--- config.mk ---
export PLATFORM = sky130hd
export DESIGN_NAME = sadc_conv_ctrl
export DESIGN_NICKNAME = d
export VERILOG_FILES = /design/src/sadc_pkg.sv /design/src/sadc_conv_ctrl.sv /design/src/sadc_tick_gen.sv
export SDC_FILE = /design/constraint.sdc
export NUM_CORES = 1
export LEC_CHECK = 0
export BUFFER_PORTS_ARGS = -buffer_cell sky130_fd_sc_hd__buf_4
export CAP_MARGIN = 20
export CORE_ASPECT_RATIO = 1.4
export CORE_MARGIN = 4
export CORE_UTILIZATION = 55
export DETAILED_ROUTE_END_ITERATION = 8
export PLACE_DENSITY = 0.74
export SLEW_MARGIN = 5
export SYNTH_ARGS = -nofsm -noshare
export SYNTH_HDL_FRONTEND = slang
export SYNTH_HIERARCHICAL = 1
export SYNTH_SLANG_ARGS = --single-unit
--- constraint.sdc ---
create_clock -name core_clk -period 2.8 [get_ports core_clk]
set_input_delay 0.42 -clock core_clk [delete_from_list [all_inputs] [get_ports core_clk]]
set_output_delay 0.42 -clock core_clk [all_outputs]
set_load 0.1 [all_outputs]
--- src/sadc_pkg.sv ---
// shared constants for the successive-approximation conversion control
package sadc_pkg;

    // clock rates in hertz
    localparam int unsigned CORE_CLK_HZ = 100_000_000;
    localparam int unsigned CONV_CLK_HZ = 640_000;

    // core cycles per conversion clock period (rounded down, at least one)
    localparam int unsigned CONV_DIV_RAW = CORE_CLK_HZ / CONV_CLK_HZ;
    localparam int unsigned CONV_DIV     = (CONV_DIV_RAW < 1) ? 1 : CONV_DIV_RAW;
    localparam int unsigned DIV_W        = 8;
    localparam logic [DIV_W-1:0] DIV_LAST = DIV_W'(CONV_DIV - 1);

    // result width and search timing
    localparam int unsigned RES_W         = 8;
    localparam int unsigned CONV_PERIODS  = 64;
    localparam int unsigned STEP_PERIODS  = CONV_PERIODS / RES_W;
    localparam int unsigned PH_W          = 3;
    localparam logic [PH_W-1:0] PH_LAST   = PH_W'(STEP_PERIODS - 1);

    // field positions and reset values
    localparam int unsigned MSB_POS            = RES_W - 1;
    localparam logic [RES_W-1:0] MARK_FIRST    = 8'h80;
    localparam logic [RES_W-1:0] RES_ZERO      = 8'h00;
    localparam logic [PH_W-1:0]  PH_ZERO       = 3'h0;

    // pin synchroniser depth
    localparam int unsigned SYNC_STAGES = 2;

endpackage

--- src/sadc_conv_ctrl.sv ---
// control of an 8-bit successive-approximation converter
`timescale 1ns/1ns
module sadc_conv_ctrl
    import sadc_pkg::*;
(
    // clock and reset
    input  wire logic             core_clk,
    input  wire logic             rst_b,
    // host strobes, asynchronous pins
    input  wire logic             cs_n,
    input  wire logic             wr_n,
    input  wire logic             rd_n,
    // comparator: high when input is at or above the trial tap
    input  wire logic             comp_above,
    // trial code to the ladder switches
    output logic [RES_W-1:0]      trial_code,
    // three-state data bus, bit 0 is result_bit_lsb, bit 7 result_bit_msb
    output logic [RES_W-1:0]      data_bus_out,
    output logic                  data_bus_oe_n,
    // conversion done, active low
    output logic                  conv_done_n
);

    logic                   conv_tick;
    logic [SYNC_STAGES-1:0] cs_sync_r;
    logic [SYNC_STAGES-1:0] wr_sync_r;
    logic [SYNC_STAGES-1:0] rd_sync_r;
    logic [SYNC_STAGES-1:0] cmp_sync_r;
    logic                   cs_n_s;
    logic                   wr_n_s;
    logic                   rd_n_s;
    logic                   cmp_s;
    logic                   cs_prev_r;
    logic                   wr_prev_r;
    logic                   hold_rst;
    logic                   cs_fall;
    logic                   wr_fall;
    logic                   read_act;
    logic                   start_r;
    logic                   start_q_r;
    logic                   launch;
    logic                   finish;
    logic [RES_W-1:0]       mark_r;
    logic [PH_W-1:0]        phase_r;
    logic [RES_W-1:0]       sar_r;
    logic                   end_r;
    logic                   done_r;
    logic [RES_W-1:0]       result_r;

    // trial value: bits decided so far plus the bit under test
    function automatic logic [RES_W-1:0] trial_of(input logic [RES_W-1:0] sar, input logic [RES_W-1:0] mark);
        trial_of = sar | mark;
    endfunction

    sadc_tick_gen u_tick (
        .core_clk  (core_clk),
        .rst_b     (rst_b),
        .conv_tick (conv_tick)
    );

    // two-stage synchronisers; only the second stage is read by logic
    // the comparator is sampled too, its decision settles off this clock
    always_ff @(posedge core_clk) begin
        if (!rst_b) begin
            cs_sync_r  <= '1;
            wr_sync_r  <= '1;
            rd_sync_r  <= '1;
            cmp_sync_r <= '0;
        end else begin
            cs_sync_r  <= {cs_sync_r[0], cs_n};
            wr_sync_r  <= {wr_sync_r[0], wr_n};
            rd_sync_r  <= {rd_sync_r[0], rd_n};
            cmp_sync_r <= {cmp_sync_r[0], comp_above};
        end
    end

    assign cs_n_s = cs_sync_r[SYNC_STAGES-1];
    assign wr_n_s = wr_sync_r[SYNC_STAGES-1];
    assign rd_n_s = rd_sync_r[SYNC_STAGES-1];
    assign cmp_s  = cmp_sync_r[SYNC_STAGES-1];

    // previous strobe levels for edge detection
    always_ff @(posedge core_clk) begin
        if (!rst_b) begin
            cs_prev_r <= 1'b1;
            wr_prev_r <= 1'b1;
        end else begin
            cs_prev_r <= cs_n_s;
            wr_prev_r <= wr_n_s;
        end
    end

    // strobe decode
    assign hold_rst = !cs_n_s && !wr_n_s;
    assign cs_fall  = cs_prev_r && !cs_n_s;
    assign wr_fall  = wr_prev_r && !wr_n_s;
    assign read_act = !cs_n_s && !rd_n_s;
    // launch once the start stage has gone high and a strobe has risen
    assign launch   = conv_tick && start_q_r && !hold_rst;
    // completion of the search; a held reset voids it for latch and flag alike
    assign finish   = conv_tick && end_r && !hold_rst;

    // start flip-flop: set while both strobes low, self-reset on launch
    always_ff @(posedge core_clk) begin
        if (!rst_b) begin
            start_r <= 1'b0;
        end else if (hold_rst) begin
            start_r <= 1'b1;
        end else if (launch) begin
            start_r <= 1'b0;
        end
    end

    // second start stage follows on the conversion clock
    always_ff @(posedge core_clk) begin
        if (!rst_b) begin
            start_q_r <= 1'b0;
        end else if (launch) begin
            start_q_r <= 1'b0;
        end else if (conv_tick) begin
            start_q_r <= start_r;
        end
    end

    // sequencing marker and phase within each step; strobes reset it
    // at core rate so a short write pulse is never missed
    always_ff @(posedge core_clk) begin
        if (!rst_b || hold_rst || wr_fall || cs_fall) begin
            mark_r  <= RES_ZERO;
            phase_r <= PH_ZERO;
        end else if (launch) begin
            mark_r  <= MARK_FIRST;
            phase_r <= PH_ZERO;
        end else if (conv_tick && mark_r != RES_ZERO) begin
            phase_r <= phase_r + PH_W'(1);
            if (phase_r == PH_LAST) begin
                mark_r <= mark_r >> 1;
            end
        end
    end

    // approximation register: keep the tested bit if input is at or above it
    always_ff @(posedge core_clk) begin
        if (!rst_b || hold_rst || wr_fall || cs_fall) begin
            sar_r <= RES_ZERO;
        end else if (launch) begin
            sar_r <= RES_ZERO;
        end else if (conv_tick && mark_r != RES_ZERO && phase_r == PH_LAST && cmp_s) begin
            sar_r <= sar_r | mark_r;
        end
    end

    // marks the period after the last bit has been decided
    always_ff @(posedge core_clk) begin
        if (!rst_b || hold_rst || wr_fall || cs_fall) begin
            end_r <= 1'b0;
        end else if (conv_tick) begin
            end_r <= mark_r[0] && phase_r == PH_LAST;
        end
    end

    // output latch only moves at the end of a conversion, never on reads
    // shares the done condition so the bus never shows an unannounced result
    always_ff @(posedge core_clk) begin
        if (!rst_b) begin
            result_r <= RES_ZERO;
        end else if (finish) begin
            result_r <= sar_r;
        end
    end

    // done flag; a completion wins over a read that clears it
    // both strobes low outrank the completion, as they hold the reset state
    always_ff @(posedge core_clk) begin
        if (!rst_b) begin
            done_r <= 1'b0;
        end else if (finish) begin
            done_r <= 1'b1;
        end else if (hold_rst || read_act) begin
            done_r <= 1'b0;
        end
    end

    // registered bus data; enable decodes the synchronised strobes without a register of its own
    always_ff @(posedge core_clk) begin
        if (!rst_b) begin
            data_bus_out <= RES_ZERO;
        end else begin
            data_bus_out <= result_r;
        end
    end

    // trial code to the ladder; while idle it holds the decided bits, zero after reset, a strobe clear or a zero result
    always_ff @(posedge core_clk) begin
        if (!rst_b) begin
            trial_code <= RES_ZERO;
        end else begin
            trial_code <= trial_of(sar_r, mark_r);
        end
    end

    assign data_bus_oe_n = !(rst_b && read_act);
    assign conv_done_n   = !done_r;

endmodule

--- src/sadc_tick_gen.sv ---
// divider that makes the one-cycle conversion clock enable
`timescale 1ns/1ns
module sadc_tick_gen
    import sadc_pkg::*;
(
    // clock and reset
    input  wire logic core_clk,
    input  wire logic rst_b,
    // conversion clock enable
    output logic      conv_tick
);

    logic [DIV_W-1:0] div_cnt_r;

    // free-running count; the tick marks its wrap
    always_ff @(posedge core_clk) begin
        if (!rst_b) begin
            div_cnt_r <= '0;
        end else if (div_cnt_r == DIV_LAST) begin
            div_cnt_r <= '0;
        end else begin
            div_cnt_r <= div_cnt_r + DIV_W'(1);
        end
    end

    // one cycle high per conversion period
    always_ff @(posedge core_clk) begin
        if (!rst_b) begin
            conv_tick <= 1'b0;
        end else begin
            conv_tick <= (div_cnt_r == DIV_LAST);
        end
    end

endmodule

; ---- After elaboration in Yosys (flattened, before gate mapping)
; Index checks and enable logic that the tools add are counted.
[totals]
word_cells = 66
latch_bits = 0
memories = 0
register_bits = 66
romBits = 0
mem_bits_rw = 0
input_bits = 6
[op_classes]
eq_ne = 2
n_reduce_logical = 34
n_div = 0
n_mux = 7
shifts = 0
n_lt_le_gt_ge = 0
bitwise_logic = 2
n_mul = 0
addsub = 2
[op_table]
columns = op, n
row1 = $mux 8, 3
row2 = $logic_and 1x1->1, 13
row3 = $add 8x1->8 const B, 1
row4 = $eq 8x8->1 const B, 1
row5 = $or 8x8->8, 1
row6 = $reduce_bool 2->1, 4
row7 = $reduce_bool 8->1, 1
row8 = $logic_not 1->1, 7
row9 = $reduce_or 2->1, 3
row10 = $logic_or 1x1->1, 4
row11 = $mux 1, 4
row12 = $reduce_and 2->1, 2
row13 = $add 3x1->3 const B, 1
row14 = $eq 3x3->1 const B, 1
row15 = $not 1->1, 1

; ---- Longest topological paths before layout
[depth]
depth_word = 6
depth_mapped = 6

; ---- Modules after synthesis
; The synthesis kept the hierarchy.
[by_module_without_submodules]
columns = mod, area_per_inst_um2, seq_area_each_um2, instances, cells_each
row1 = sadc_conv_ctrl, 1906.8, 1141.1, 1, 183
row2 = sadc_tick_gen, 417.9, 180.2, 1, 42

; ---- Worst setup path after synthesis
; OpenSTA, ideal clock, no wires.
[synth_path]
path_kind = input to output
from = input port rst_b
to = output port data_bus_oe_n
stages = 3
path_buffers = 1
arrival_time_ps = 1257
slack_ps = 1123
cell_sequence = clkbuf_1 > nand2b_1 > or2_2
[synth_via]
elab_chain_cells = 2
[synth_rtl]
columns = item, line_no
row1 = "start, declared", sadc_conv_ctrl.sv:8  ; input wire logic rst_b,
row2 = $logic_and 1x1->1, sadc_conv_ctrl.sv:202  ; assign data_bus_oe_n = !(rst_b && read_act);
row3 = $logic_not 1->1, sadc_conv_ctrl.sv:202
row4 = "end, declared", sadc_conv_ctrl.sv:19  ; output logic data_bus_oe_n,
; No other way between the ends.

; ---- Worst setup path in the final report
; Same ends and word-level chain as after synthesis.

==> impl_metrics.csv <==
group,metric,value,unit
floorplanning,die_area,0.00535,mm2
drt,drc_errors,0,
power,power_density,641,mW/mm2
setup_path,path_cells,"buf_4 > nand2b_1 > or2_2 > buf_4",
drt,drt_wl_total,3.66,mm
job,maxCapViolCount,0,
drt,dr.pass1.iters,4,
synth,yosys_warnings,6,
synth,synth_cell_types,35,
setup_path,reg2reg_from,"u_tick/conv_tick$_SDFF_PN0_",
floorplanning,die_h,84.9,um
clocking,clk_pin_slew,60,ps
drt,ant_nets,0,
setup_path,critPathSlowestCell,"buf_4",
setup_path,crit_top_cell,"buf_4",
clocking,clk-insertion-delay-late,330,ps
clocking,cts_sinks,66,
floorplanning,ios,24,
sta,skew,6.78,ps
power,p_seq_share,55.5,%
global_routing,grt-ovfl-total,0,
place,hpwlAfterDp,2.39,mm
synth,synth_nets,235,
synth,synthCells,225,
setup_path,startpoint,"rst_b",
setup_path,crit_fanout,45,
power,switching_power,0.349,mW
finish,areaGrowthSynthToFinish,15.8,%
floorplanning,core_area,0.00402,mm2
sta,clock.fmax,556,MHz
sta,rsz0062_at_grt,"no",
drt,wl_per_cell,12.3,um
drt,routed.top_layer,"met4",
drt,vias,1556,
global_routing,track_usage,16.0,%
global_routing,antenna_found_initial,0,
synth,yosysSeqAreaShare,56.8,%
min_path,min-delay-start,"rd_n",
floorplanning,rows,27,
power,p_sw_share,20.2,%
setup_path,critPathLaunchType,"primary input",
drt,wl_met3,146,um
finish,nFillCells,324,
global_routing,grt_max_degree,46,
clocking,cts_resized,0,
setup_path,max_stage_delay,330,ps
clocking,cts_buffers,9,
outcome,status,"complete, no violations",
drt,wl_met2,1.81,mm
sta,whs,269,ps
clocking,clockRootBuffer,"clkbuf_8",
floorplanning,chipWidth,62.9,um
floorplanning,start_util,57.8,%
power,internal_power,1.38,mW
clocking,cts_tree,"done",
sta,tightest_slew,718,ps
power,p_comb_share,2.3,%
sta,tns,0,ps
drt,vias_per_cell,5.20,
global_routing,grt_pass1_wl,6.65,mm
place,port_buffers,23,
sta,finalHoldViolCount,0,
power,power_leakage,1.13,nW
finish,diodes,0,
clocking,clockBufferDepth,2,
finish,layout-drive-gt1-share,18.4,%
min_path,hold_class,"in2reg",
setup_path,worstSetupPathType,"in2out",
drt,wl_met1,1.61,mm
place,gp_congestion,0.737,
synth,syn_area,0.00232,mm2
sta,setup_viol,0,
synth,synth.avg_cell_area,10.3,um2
sta,finalCriticalPeriod,1800,ps
global_routing,grt_pass1_vias,1549,
setup_path,required,2380,ps
drt,drtIter0Drc,40,
power,ir_drop,0.000530,V
clocking,post_cts_buffers,0,
power,p_clk_share,42.2,%
clocking,htree_levels,3,
setup_path,end_kind,"primary output",
setup_path,cp.arrival,1380,ps
sta,post-route-period-util,64.2,%
clocking,cts_hold_buf,0,
sta,maxSlewViolCount,0,
finish,fin_util,66.9,%
sta,slew_headroom,52.2,%
finish,final_nets,261,
synth,ys_seq_elements,66,
-- kinds of logic after synthesis --
group	after synthesis	share of synthesized area (%)
fa+ha+maj	4	2.15
compound gates	40	11.6
xor+xnor	4	1.51
simple gates	89	21.2
flops	66	56.8
buf+inv	12	2.48
mux	10	4.31
-- cell usage in the layout, fill, tap and decap left out, drive strengths merged, types with 4 or more instances in the layout --
master,count
o21a,8
nand2b,11
nor2,19
buf,24
mux2i,10
a21oi,20
ha,4
clkbuf,13
o21ai,5
and2,12
nor2b,11
nand3,4
nand2,20
dfxtp,66
-- registers in the layout, indices dropped and copies added, names as in the netlist, 2 cells and up --
name and flops:
sar_r 8, trial_code 8, data_bus_out 8, mark_r 8, u_tick/div_cnt_r 8, cs_sync_r 2, wr_sync_r 2, phase_r 3
cmp_sync_r 2, rd_sync_r 2, result_r 8
-- power by group through the flow --
stage | registers, mW | clock network, mW | logic, mW
6_report | 0.956 | 0.728 | 0.0400
3_3_place_gp | 0.977 | 0 | 0.0396
2_1_floorplan | 0.975 | 0 | 0.0330
5_1_grt | 0.957 | 0.798 | 0.0459
4_1_cts | 0.956 | 0.750 | 0.0409
3_5_place_dp | 0.977 | 0 | 0.0407
-- per-layer routing --
layer / up-vias / global-route usage (%)
li1: 801 / -
met1: 721 / 16.8
met2: 25 / 27.1
met3: 9 / 5.17
met4: 0 / 10.2
met5: - / 0
-- path summary, 6_finish.rpt --
check	cells after the start	to	slack (ps)
setup reg to reg	4	sar_r[2]$_SDFFE_PP0P_	1100
setup / recovery	4	data_bus_oe_n	1000
hold / removal	2	rd_sync_r[0]$_SDFF_PN1_	270
hold reg to reg	1	rd_sync_r[1]$_SDFF_PN1_	410
-- critical path: cells and delay by family --
kind	cells	cell delay (ps)
buf+inv	2	560
simple gates	2	390
-- cell usage after synthesis --
master | count | area share, %
ha_1 | 4 | 2.2
nand3_2 | 2 | 0.86
o21a_1 | 8 | 2.6
and2_1 | 12 | 3.2
and3b_1 | 1 | 0.38
xnor2_1 | 1 | 0.38
a21oi_1 | 20 | 4.3
and3_1 | 2 | 0.54
a31oi_1 | 1 | 0.27
or2_2 | 2 | 0.54
a21boi_0 | 1 | 0.32
nand4b_2 | 1 | 0.65
nor2_1 | 17 | 2.7
o21ai_0 | 4 | 0.86
o2111ai_1 | 1 | 0.38
buf_4 | 1 | 0.32
nor2_2 | 2 | 0.54
o211ai_1 | 2 | 0.65
or4_4 | 2 | 0.97
nand2b_1 | 11 | 3.0
buf_2 | 1 | 0.22
xor2_1 | 3 | 1.1
dfxtp_1 | 66 | 57
nor2b_1 | 11 | 3.0
nand2_1 | 20 | 3.2
o21ai_4 | 1 | 0.70
nand3b_1 | 1 | 0.32
nand3_1 | 2 | 0.43
buf_6 | 1 | 0.48
inv_1 | 3 | 0.48
clkbuf_1 | 6 | 0.97
mux2i_1 | 10 | 4.3
or3_1 | 3 | 0.81
o41ai_4 | 1 | 1.2
a21boi_1 | 1 | 0.32
-- area by class of cell --
type	count	area [um2]	share of cell area, %
flip-flops and latches	66	1320	49.1
multi-input cells	147	946	35.1
repair buffers	24	180	6.69
clock buffers	13	139	5.16
well taps	43	53.8	2.00
clock inverters	3	40.0	1.49
inverters	3	11.3	0.418
-- metrics by stage --
step	worst slack, ps	total power [mW]	cells	cell area, um2
CTS	979	1.75	299	2690
detailed placement	823	1.02	283	2510
floorplan	1120	1.01	225	2320
global placement	875	1.02	283	2510
finish	1000	1.72	299	2690
global route	920	1.80	299	2690
(Power assumes the default switching activity.)
